[config.mk]
export PLATFORM = sky130hd
export DESIGN_NAME = checksum_crc_accelerator
export DESIGN_NICKNAME = d
export VERILOG_FILES = /design/src/rtl/accel_pkg.sv /design/src/rtl/checksum_crc_accelerator.sv /design/src/rtl/crc_byte_step.sv /design/src/rtl/width_mirror.sv
export VERILOG_INCLUDE_DIRS = /design/src /design/src/rtl
export SDC_FILE = /design/constraint.sdc
export NUM_CORES = 1
export LEC_CHECK = 0
export ABC_CLOCK_PERIOD_IN_PS = 5620
export BUFFER_PORTS_ARGS = -buffer_cell sky130_fd_sc_hd__buf_2
export CAP_MARGIN = 20
export CORE_MARGIN = 2
export CORE_UTILIZATION = 62
export CTS_CLUSTER_DIAMETER = 30
export DETAILED_ROUTE_END_ITERATION = 12
export PLACE_DENSITY = 0.83
export SKIP_CTS_REPAIR_TIMING = 1
export SLEW_MARGIN = 25
export SYNTH_ARGS = -nofsm -noshare
export SYNTH_HDL_FRONTEND = slang
export SYNTH_SLANG_ARGS = --single-unit
[constraint.sdc]
create_clock -name sys_clk -period 5.62 [get_ports sys_clk]
set_input_delay 0 -clock sys_clk [delete_from_list [all_inputs] [get_ports sys_clk]]
set_output_delay 0 -clock sys_clk [all_outputs]
set_load 0.01 [all_outputs]
[src/rtl/accel_cfg.svh]
/*
 * Constants of the checksum / CRC accelerator: register indices,
 * configuration field positions, seeds, polynomials and masks.
 * Assumes it is included by the package and by the design modules.
 */
`ifndef ACCEL_CFG_SVH
`define ACCEL_CFG_SVH

// avalon-mm geometry
`define AV_ADDR_W       18
`define AV_DATA_W       32

// register indices, byte address is four times the index
`define IDX_CONFIG      16'ha078
`define IDX_DATA0       16'ha07c
`define IDX_DATA1       16'ha07d
`define IDX_DATA2       16'ha07e
`define IDX_DATA3       16'ha07f

// configuration register layout
`define CFG_WIDTH_HI    7
`define CFG_WIDTH_LO    6
`define CFG_REVERSE     5
`define CFG_CARRY       4
`define CFG_SEED        3
`define CFG_BUSY        0
`define CFG_RESET       8'h00
`define BYTE_RESET      8'h00

// seeds and polynomials
`define SEED_CKS        32'h0000_0000
`define SEED_CRC16      32'h0000_ffff
`define SEED_CRC32      32'hffff_ffff
`define POLY16_A        32'h0000_8005
`define POLY16_B        32'h0000_1021
`define POLY32          32'h04c1_1db7

// masks
`define ALL_ONES        32'hffff_ffff
`define MASK_8          32'h0000_00ff
`define MASK_16         32'h0000_ffff

`endif

[src/rtl/accel_pkg.sv]
/*
 * Types and small helper functions shared by the accelerator modules.
 * Assumes accel_cfg.svh is on the include path.
 */
`include "accel_cfg.svh"

package accel_pkg;

	typedef enum logic [2:0] {
		ALG_OFF    = 3'b000,
		ALG_CKS8   = 3'b001,
		ALG_CKS32  = 3'b010,
		ALG_CRC16A = 3'b011,
		ALG_CRC16B = 3'b100,
		ALG_CRC32  = 3'b101,
		ALG_RSVD   = 3'b110,
		ALG_CLEAR  = 3'b111
	} alg_e;

	typedef enum logic [1:0] {
		W8  = 2'b00,
		W16 = 2'b01,
		W24 = 2'b10,
		W32 = 2'b11
	} width_e;

	typedef enum logic {
		PH_IDLE = 1'b0,
		PH_RUN  = 1'b1
	} phase_e;

	typedef struct packed {
		width_e input_width_sel;
		logic   reverse;
		logic   carry_discard;
		logic   seed;
		alg_e   algorithm_select;
	} cfg_s;

	typedef struct packed {
		logic [31:0] acc;
		logic        carry;
	} engine_s;

	function automatic logic [31:0] width_mask(input width_e w);
		return `ALL_ONES >> {~w, 3'b000};
	endfunction

	function automatic logic [31:0] alg_mask(input alg_e a);
		case (a)
			ALG_CKS8:               return `MASK_8;
			ALG_CRC16A, ALG_CRC16B: return `MASK_16;
			default:                return `ALL_ONES;
		endcase
	endfunction

	function automatic logic [31:0] seed_default(input alg_e a);
		case (a)
			ALG_CRC16A, ALG_CRC16B: return `SEED_CRC16;
			ALG_CRC32:              return `SEED_CRC32;
			default:                return `SEED_CKS;
		endcase
	endfunction

	function automatic logic is_active(input alg_e a);
		return a inside {ALG_CKS8, ALG_CKS32, ALG_CRC16A, ALG_CRC16B,
			ALG_CRC32};
	endfunction

endpackage

[src/rtl/checksum_crc_accelerator.sv]
/*
 * Checksum / CRC accelerator with its register file on an Avalon-MM
 * slave with waitrequest.
 * Assumes one clock sys_clk, synchronous active-high reset and a master
 * that holds each request until it sees waitrequest low.
 */
// Design decision made here: the Avalon-MM interface to the registers.
`timescale 1ns/1ps
`include "accel_cfg.svh"

////////////////////////////////////////////////////////////////////////

module checksum_crc_accelerator
	import accel_pkg::*;
(
	// clock and reset
	input  wire logic                  sys_clk,
	input  wire logic                  reset,
	// avalon-mm slave
	input  wire logic [`AV_ADDR_W-1:0] address,
	input  wire logic                  read,
	input  wire logic                  write,
	input  wire logic [`AV_DATA_W-1:0] writedata,
	input  wire logic [3:0]            byteenable,
	output logic      [`AV_DATA_W-1:0] readdata,
	output logic                       waitrequest
);

	cfg_s        cfg;
	cfg_s        wr_cfg;
	engine_s     eng;
	engine_s     next_eng;
	phase_e      phase;
	logic        busy;
	logic        first_step;
	logic [1:0]  steps_left;
	logic [23:0] entry_hi;
	logic [31:0] entry_word;
	logic [31:0] seed_word;
	logic [31:0] mirrored;
	logic [31:0] work;
	logic [7:0]  cur_byte;
	logic [31:0] read_value;
	logic        hit_cfg;
	logic        hit_d0;
	logic        hit_d1;
	logic        hit_d2;
	logic        hit_d3;
	logic        hold;
	logic        take;
	logic        fire_wr;
	logic        cfg_wr;
	logic        clear_cmd;
	logic        seed_load;
	logic        start;

	function automatic logic hits(input logic [`AV_ADDR_W-1:0] a,
			input logic [15:0] idx);
		return a[`AV_ADDR_W-1:2] == idx;
	endfunction

	////////////////////////////////////////////////////////////////////
	// decode

	assign hit_cfg = hits(address, `IDX_CONFIG);
	assign hit_d0  = hits(address, `IDX_DATA0);
	assign hit_d1  = hits(address, `IDX_DATA1);
	assign hit_d2  = hits(address, `IDX_DATA2);
	assign hit_d3  = hits(address, `IDX_DATA3);

	// only the low lane carries a register, other lanes are ignored
	assign fire_wr   = write & ~waitrequest & byteenable[0];
	assign wr_cfg    = cfg_s'(writedata[7:0]);
	assign cfg_wr    = fire_wr & hit_cfg;
	assign clear_cmd = cfg_wr & (wr_cfg.algorithm_select == ALG_CLEAR);
	assign entry_word = {entry_hi, writedata[7:0]};
	assign seed_load = fire_wr & hit_d0 & cfg.seed;
	assign start     = fire_wr & hit_d0 & ~cfg.seed &
		is_active(cfg.algorithm_select);

	// seed bypasses the mirror, so reverse never touches it
	assign seed_word = entry_word & width_mask(cfg.input_width_sel) &
		alg_mask(cfg.algorithm_select);

	assign busy     = (phase == PH_RUN);
	assign cur_byte = work[{steps_left, 3'b000} +: 8];

	////////////////////////////////////////////////////////////////////
	// avalon-mm slave

	// a config read may pass while busy so software can see the flag
	assign hold = busy & ~(read & hit_cfg);
	assign take = (read | write) & ~hold;

	always_comb begin
		read_value = {`AV_DATA_W{1'b0}};
		if (hit_cfg) begin
			read_value[7:0] = {cfg.input_width_sel, cfg.reverse,
				cfg.carry_discard, cfg.seed, 2'b00, busy};
		end else if (hit_d0) begin
			read_value[7:0] = eng.acc[7:0];
		end else if (hit_d1) begin
			read_value[7:0] = eng.acc[15:8];
		end else if (hit_d2) begin
			read_value[7:0] = eng.acc[23:16];
		end else if (hit_d3) begin
			read_value[7:0] = eng.acc[31:24];
		end
	end

	always_ff @(posedge sys_clk) begin
		if (reset) begin
			waitrequest <= 1'b1;
			readdata    <= {`AV_DATA_W{1'b0}};
		end else if (!waitrequest) begin
			waitrequest <= 1'b1;
		end else if (take) begin
			waitrequest <= 1'b0;
			if (read) begin
				readdata <= read_value;
			end
		end
	end

	////////////////////////////////////////////////////////////////////
	// configuration and entry bytes

	always_ff @(posedge sys_clk) begin
		if (reset) begin
			cfg <= cfg_s'(`CFG_RESET);
		end else if (clear_cmd) begin
			// the reset command keeps the algorithm chosen before it
			cfg <= {wr_cfg[7:3], cfg.algorithm_select};
		end else if (cfg_wr) begin
			cfg <= wr_cfg;
		end
	end

	// upper bytes only wait here until the lowest byte arrives
	always_ff @(posedge sys_clk) begin
		if (reset) begin
			entry_hi <= {3{`BYTE_RESET}};
		end else if (fire_wr && hit_d1) begin
			entry_hi[7:0] <= writedata[7:0];
		end else if (fire_wr && hit_d2) begin
			entry_hi[15:8] <= writedata[7:0];
		end else if (fire_wr && hit_d3) begin
			entry_hi[23:16] <= writedata[7:0];
		end
	end

	////////////////////////////////////////////////////////////////////
	// byte sequencer

	width_mirror mirror_u (
		.word     (entry_word),
		.width    (cfg.input_width_sel),
		.reverse  (cfg.reverse),
		.mirrored (mirrored)
	);

	// one byte per cycle, highest byte of the word first
	always_ff @(posedge sys_clk) begin
		if (reset) begin
			phase      <= PH_IDLE;
			steps_left <= 2'b00;
			first_step <= 1'b0;
			work       <= 32'h0000_0000;
		end else begin
			unique case (phase)
				PH_IDLE: begin
					if (start) begin
						phase      <= PH_RUN;
						steps_left <= cfg.input_width_sel;
						first_step <= 1'b1;
						work       <= mirrored;
					end
				end
				PH_RUN: begin
					first_step <= 1'b0;
					if (steps_left == 2'b00) begin
						phase <= PH_IDLE;
					end else begin
						steps_left <= steps_left - 2'b01;
					end
				end
			endcase
		end
	end

	////////////////////////////////////////////////////////////////////
	// accumulator

	crc_byte_step step_u (
		.alg        (cfg.algorithm_select),
		.keep_carry (~cfg.carry_discard),
		.first      (first_step),
		.cur        (eng),
		.data_byte  (cur_byte),
		.byte_pos   (steps_left),
		.nxt        (next_eng)
	);

	// writes are held off while busy, so these never collide
	always_ff @(posedge sys_clk) begin
		if (reset) begin
			eng <= '0;
		end else if (clear_cmd) begin
			eng.acc   <= seed_default(cfg.algorithm_select);
			eng.carry <= 1'b0;
		end else if (seed_load) begin
			eng.acc <= seed_word;
		end else if (busy) begin
			eng <= next_eng;
		end
	end
endmodule

[src/rtl/crc_byte_step.sv]
/*
 * One byte of checksum or CRC work, combinational.
 * Assumes the caller registers the result and feeds bytes high first.
 */
`timescale 1ns/1ps
`include "accel_cfg.svh"

module crc_byte_step
	import accel_pkg::*;
(
	// operation
	input  alg_e             alg,
	input  wire logic        keep_carry,
	input  wire logic        first,
	// operand
	input  engine_s          cur,
	input  wire logic [7:0]  data_byte,
	input  wire logic [1:0]  byte_pos,
	// result
	output engine_s          nxt
);

	logic [8:0]  sum8;
	logic [32:0] sum32;
	logic [31:0] addend;
	logic        cin;

	// msb-first shift register, one input bit per step
	function automatic logic [31:0] crc_byte(input logic [31:0] c,
			input logic [7:0] b, input logic [31:0] poly,
			input logic wide);
		logic [31:0] r;
		logic        fb;
		r = c;
		for (int i = 7; i >= 0; i--) begin
			fb = (wide ? r[31] : r[15]) ^ b[i];
			r = (r << 1) ^ (fb ? poly : 32'h0000_0000);
		end
		return wide ? r : (r & `MASK_16);
	endfunction

	// 32-bit sum takes the old carry only once per word
	assign cin    = keep_carry & cur.carry & (first | (alg == ALG_CKS8));
	assign addend = {24'h00_0000, data_byte} << {byte_pos, 3'b000};
	assign sum8   = {1'b0, cur.acc[7:0]} + {1'b0, data_byte} +
		{8'h00, cin};
	assign sum32  = {1'b0, cur.acc} + {1'b0, addend} + {32'h0, cin};

	always_comb begin
		nxt = cur;
		unique case (alg)
			ALG_CKS8: begin
				nxt.acc   = {24'h00_0000, sum8[7:0]};
				nxt.carry = sum8[8];
			end
			ALG_CKS32: begin
				nxt.acc   = sum32[31:0];
				nxt.carry = (cur.carry & ~first) | sum32[32];
			end
			ALG_CRC16A: nxt.acc = crc_byte(cur.acc, data_byte, `POLY16_A, 1'b0);
			ALG_CRC16B: nxt.acc = crc_byte(cur.acc, data_byte, `POLY16_B, 1'b0);
			ALG_CRC32:  nxt.acc = crc_byte(cur.acc, data_byte, `POLY32, 1'b1);
			ALG_OFF, ALG_RSVD, ALG_CLEAR: nxt = cur;
		endcase
	end

endmodule

[src/rtl/width_mirror.sv]
/*
 * Bit-order mirror of an entered word across the selected input width.
 * Assumes a purely combinational use from the same clock domain.
 */
`timescale 1ns/1ps
`include "accel_cfg.svh"

module width_mirror
	import accel_pkg::*;
(
	// entered word and options
	input  wire logic [31:0] word,
	input  width_e           width,
	input  wire logic        reverse,
	// word as the algorithm sees it
	output logic      [31:0] mirrored
);

	logic [31:0] full_rev;

	// full reversal then a right shift lands word[n-1-i] on bit i
	assign full_rev = {<<{word}};
	always_comb begin
		if (reverse) begin
			mirrored = full_rev >> {~width, 3'b000};
		end else begin
			mirrored = word & width_mask(width);
		end
	end

endmodule

---- Yosys cells after proc, flatten, opt, wreduce, memory -nomap -nowiden ----
Cells that the tools add are included.
cells by class
  eq/ne operators ......................... 16
  bitwise operators ....................... 78
  reductions and logical operators ........ 21
  add/subtract/negate cells ............... 5
  shift-type cells ........................ 4
  mux-type cells .......................... 49
operators by type and width
  kind                                               number
  2-to-1 mux 27 bit                                  8
  case mux 32 bit (5 select lines)                   1
  XOR 16 bit                                         9
  2-to-1 mux 16 bit                                  8
  case mux 32 bit (2 select lines)                   2
  XOR 32 x 27 -> 32 bit                              4
  XOR 32 bit                                         4
  XOR 16 x 13 -> 16 bit                              7
  2-to-1 mux 13 bit                                  8
  equality test 16 bit, second input constant        5
  2-to-1 mux 33 bit                                  2
  AND 32 bit                                         2
  2-to-1 mux 32 bit                                  2
  2-to-1 mux 8 bit                                   7
  adder 32 x 32 -> 33 bit                            1
  adder 33 x 1 -> 33 bit                             1
  variable part select 32 x 6 -> 8 bit               1
  left shift 8 x 5 -> 32 bit                         1
  >> shifter 32 x 5 -> 32 bit                        1
  >> shifter 32 x 5 -> 32 bit, first input constant  1
  XOR 1 bit                                          23
  equality test 3 bit, second input constant         5
  AND 1 bit                                          14
  NOT 1 bit                                          11
  other kinds (23)                                   45
storage, ports and cells
  word-level logic and storage cells ...... 189
  input bits .............................. 58
  bits in registers ....................... 110

---- Depth between registers and ports, before layout ----
  word-level depth ........................ 29
  depth in mapped cells ................... 15
  depth with buffers taken out ............ 14

---- Hierarchy ----
A second synthesis with hierarchy kept.
unflattened totals
  cells, all modules ...................... 1353
  area total of the unflattened synthesis .. 10807.9 um2
by module, submodules not included
  module                    times used  cells an instance  area an instance (um2)  seq. area each (um2)
  checksum_crc_accelerator  1           622                5277.6                  2202.1
  crc_byte_step             1           602                4521.8                  0.0
  width_mirror              1           129                1008.5                  0.0

---- Least setup slack after synthesis ----
OpenSTA, ideal clock, no wires.
  kind .................................... reg2reg
  start point ............................. register cfg[1] (netlist name)
  end point ............................... register eng[0] (netlist name)
  slack ................................... 2053 ps
  cell stages (with the launch flop) ...... 16
  path buffers ............................ 1
  data required time ...................... 5499 ps
  library setup time ...................... 121 ps
  arrival time ............................ 3446 ps
  cell sequence ........................... dfxtp_1 clkbuf_1 nand2b_1 nor2_1 o21ai_0 fa_1 fa_1 nor2b_1 o31a_1 o22a_1 a221o_1 a211oi_1 o31a_1 o2111a_1 nor3_1 mux2_2
on the way
  cells in the longest elaborated chain, start to end .. 6
  elaborated cells between the ends (all ways) .. 10
  those cells by class .................... add/sub: 2; eq/ne: 2; mux: 1; bitwise: 3; reduce/logical: 2
ends and longest elaborated chain
  what                             line                                      RTL
  start: declaration               checksum_crc_accelerator.sv:29            cfg_s cfg;
  start signal: assignment         checksum_crc_accelerator.sv:130           cfg <= cfg_s'(`CFG_RESET);
  start signal: assignment         checksum_crc_accelerator.sv:133           cfg <= {wr_cfg[7:3], cfg.algorithm_select};
  start signal: assignment         checksum_crc_accelerator.sv:135           cfg <= wr_cfg;
  equality test 3 x 1 -> 1 bit     crc_byte_step.sv:43, crc_byte_step.sv:51
  bitwise OR 1 bit                 crc_byte_step.sv:43                       assign cin = keep_carry & cur.carry & (first | (alg == ALG_CKS8));
  AND 1 bit                        crc_byte_step.sv:43
  adder 33 x 1 -> 33 bit           crc_byte_step.sv:47                       assign sum32 = {1'b0, cur.acc} + {1'b0, addend} + {32'h0, cin};
  bitwise OR 1 bit                 crc_byte_step.sv:58                       nxt.carry = (cur.carry & ~first) | sum32[32];
  case mux 1 bit (2 select lines)  crc_byte_step.sv:51                       unique case (alg)
  end signal: assignment           checksum_crc_accelerator.sv:214           eng <= next_eng;
  end: declaration                 checksum_crc_accelerator.sv:31            engine_s eng;
Parallel ways exist; a longest one is shown, timed or not.
A chain may end at the register's enable or synchronous reset.

---- Worst setup path in the final report ----
Ends and elaborated chain as after synthesis.

==> flow_metrics.py <==
metrics = {
    "status": {
        "status": "complete, but fails checks",
        "failed_checks": "negative hold slack",
    },
    "final_layout": {
        "final_cell_mix": "126 x nand2_1, 113 x nor2_1, 109 x a21oi_1, 109 x dfxtp_1, 82 x o21ai_0",
        "fin_util_pct": 66.9,
        "diodes": 0,
        "drive_above_1_share_pct": 9.10,
        "area_delta_synth_final_pct": 4.88,
        "fin_area_um2": 10200,
        "nets": 1327,
        "final_common_cell": "nand2_1",
    },
    "clock_network": {
        "clkTransAtPathRegs_ps": 80,
        "clock_path_buffers": 2,
        "clock_sink_count": 110,
        "tritoncts": "yes",
        "htreeDepth": 3,
        "clk_latency_ps": 360,
        "cts_root_buffer": "clkbuf_16",
        "numCtsBuffers": 9,
    },
    "critical_path": {
        "cp_max_fo": 14,
        "start_kind": "register",
        "crit_type": "register to register",
        "critPathRequiredTime_ps": 5870,
        "critical_path.endpoint_type": "register",
        "worst_ep_arrival_time_ps": 4560,
    },
    "synthesis": {
        "synth_edf_count": 0,
        "ys.flop_type": "dfxtp_1",
        "synthCells": 1243,
        "netlist_area_um2": 9730,
        "synth.avg_cell_area_um2": 7.83,
        "yosys_warnings": 0,
        "yosysSeqAreaShare_pct": 22.6,
        "ys_seq_elements": 110,
        "synthDistinctLibCells": 73,
        "synthArstFlopShare_pct": 0,
    },
    "sta": {
        "slew_headroom_pct": 31.5,
        "tns_ps": 0,
        "whs_ps": -19.6,
        "setup_viol": 0,
        "final-hold-violation-count": 1,
        "timing.final.crit_share_pct": 76.6,
        "maxSlewViolCount": 0,
        "tightest_slew_ps": 1030,
        "rsz0062_at_grt": "no",
        "timing.fmax_ghz": 0.232,
        "finalClockSkew_ps": 6.50,
        "fin_crit_ps": 4310,
    },
    "power_and_ir_drop": {
        "p_leak_nw": 3.89,
        "ir_worst_vdd_v": 0.000189,
        "power_density_nw_per_um2": 153,
    },
    "detailed_routing": {
        "routed_wl_um": 34900,
        "wire_per_inst_um": 24.2,
        "dr.first_iter.drc_count": 1154,
        "vias": 9791,
        "ant_nets": 0,
        "drc": 0,
        "drtPass1Iterations": 8,
        "routed_via_density": 6.79,
    },
    "global_routing": {
        "grt_pass1_vias": 8717,
        "grt_usage_pct": 42.2,
        "grt_overflow": 0,
        "antenna_found_initial": 0,
        "grt_pass1_wl_um": 52600,
        "grt_max_degree": 85,
    },
    "placed_design": {
        "postPlaceCellArea_um2": 9890,
        "numPortBuffers": 37,
        "dp_hpwl_um": 26300,
        "routabilityCongestion": 1.02,
    },
    "floorplan": {
        "num_rows": 45,
        "die_h_um": 129,
        "die_area_um2": 16700,
        "core_area_um2": 15300,
        "pin_count": 91,
        "die_w_um": 129,
        "initial_utilization_pct": 63.8,
    },
    "run": {
        "drv_cap": 0,
    },
    "min_path": {
        "hp-class": "input pin to register",
    },
}
[worst paths after layout]
kind,cells past startpoint,from,slack (ps),to
hold reg to reg,1,waitrequest$_SDFF_PP1_,460,waitrequest$_SDFF_PP1_
hold / removal,4,read,-20,waitrequest$_SDFF_PP1_
setup / recovery,14,cfg[1]$_SDFFE_PP0P_,1310,eng[0]$_SDFFE_PP0P_
setup reg to reg,14,cfg[1]$_SDFFE_PP0P_,1310,eng[0]$_SDFFE_PP0P_
[power by group]
part           internal, mW  total (mW)  switching, mW
Combinational        0.0256      0.0858         0.0601
Sequential            0.783       0.785        0.00254
Clock                 0.376       0.694          0.318
[state kept, by name (all words and copies together) (netlist names)]
register	flops
work	32
entry_hi	24
steps_left	2
eng	33
first_step	1
busy	1
readdata	8
waitrequest	1
cfg	8
[cells by family (layout without fill, tap and decap cells)]
family          count (synthesis)  count (layout)  share of synthesized area, %
compound gates                374             374                          24.7
xor+xnor                      125             125                          12.6
fa+ha+maj                      43              43                          5.84
buf+inv                       121              86                          5.78
flops                         110             110                          22.6
mux                            68              68                          8.95
other cells                     1              24                        0.0385
simple gates                  401             401                          19.4
[stage by stage]
stage               cells  hold slack, ps  worst slack, ps  power, mW
finish               1442           -19.6             1310       1.57
floorplan            1266             190             2050      0.869
global route         1442            12.3             1040       1.60
global placement     1426             334             1530      0.885
detailed placement   1426             350             1430      0.886
CTS                  1442           -21.7             1430       1.56
[final cells by class]
type	instances	area (µm²)
Clock buffer	11	253
Clock inverter	5	63.8
Fill cell	1370	5050
Inverter	19	71.3
Multi-Input combinational cell	1035	7060
Sequential cell	110	2200
Tap cell	211	264
Timing Repair Buffer	51	290
[layer usage]
metal / wire length (µm) / track usage (%) / up-vias
li1: - / - / 4448
met4: 2110 / 22.7 / 0
met2: 15100 / 63.3 / 687
met5: 0 / 0 / -
met1: 13500 / 57.2 / 4514
met3: 4120 / 8.34 / 142
[critical path: stages, from the launching register on]
cell      delay [ps]
dfxtp_1          560
nand2b_1         220
nor2_1            80
o21ai_0          370
fa_1             320
fa_1             230
nor2b_1           80
o31a_1           290
o22a_1           270
a221o_1          380
a211oi_1         430
o31a_1           260
o2111a_1         330
nor3_1           110
mux2_2           270
[Yosys cell counts, types with 6 or more instances]
master,count,area share (%)
a211oi_1,34,2.6
a21o_1,18,1.4
a21oi_1,109,5.6
a221oi_1,20,1.8
a22oi_1,19,1.5
a31oi_1,11,0.71
and2_1,10,0.64
and3_1,32,2.1
buf_4,24,1.9
clkbuf_1,72,2.8
dfxtp_1,110,23
ha_1,39,5.0
inv_1,17,0.66
mux2_2,9,1.0
mux2i_1,45,4.6
mux4_2,13,3.0
nand2_1,126,4.9
nand2b_1,12,0.77
nand3_1,23,1.2
nand4_1,7,0.45
nor2_1,114,4.4
nor2b_1,19,1.2
nor3_1,25,1.3
nor3b_1,6,0.46
o2111ai_1,9,0.81
o21a_1,10,0.77
o21ai_0,82,4.2
o221ai_1,7,0.63
o22ai_1,11,0.71
xnor2_1,81,7.3
xnor2_2,8,1.3
xor2_1,31,2.8
Note: power is estimated with default switching activity, not from simulation.
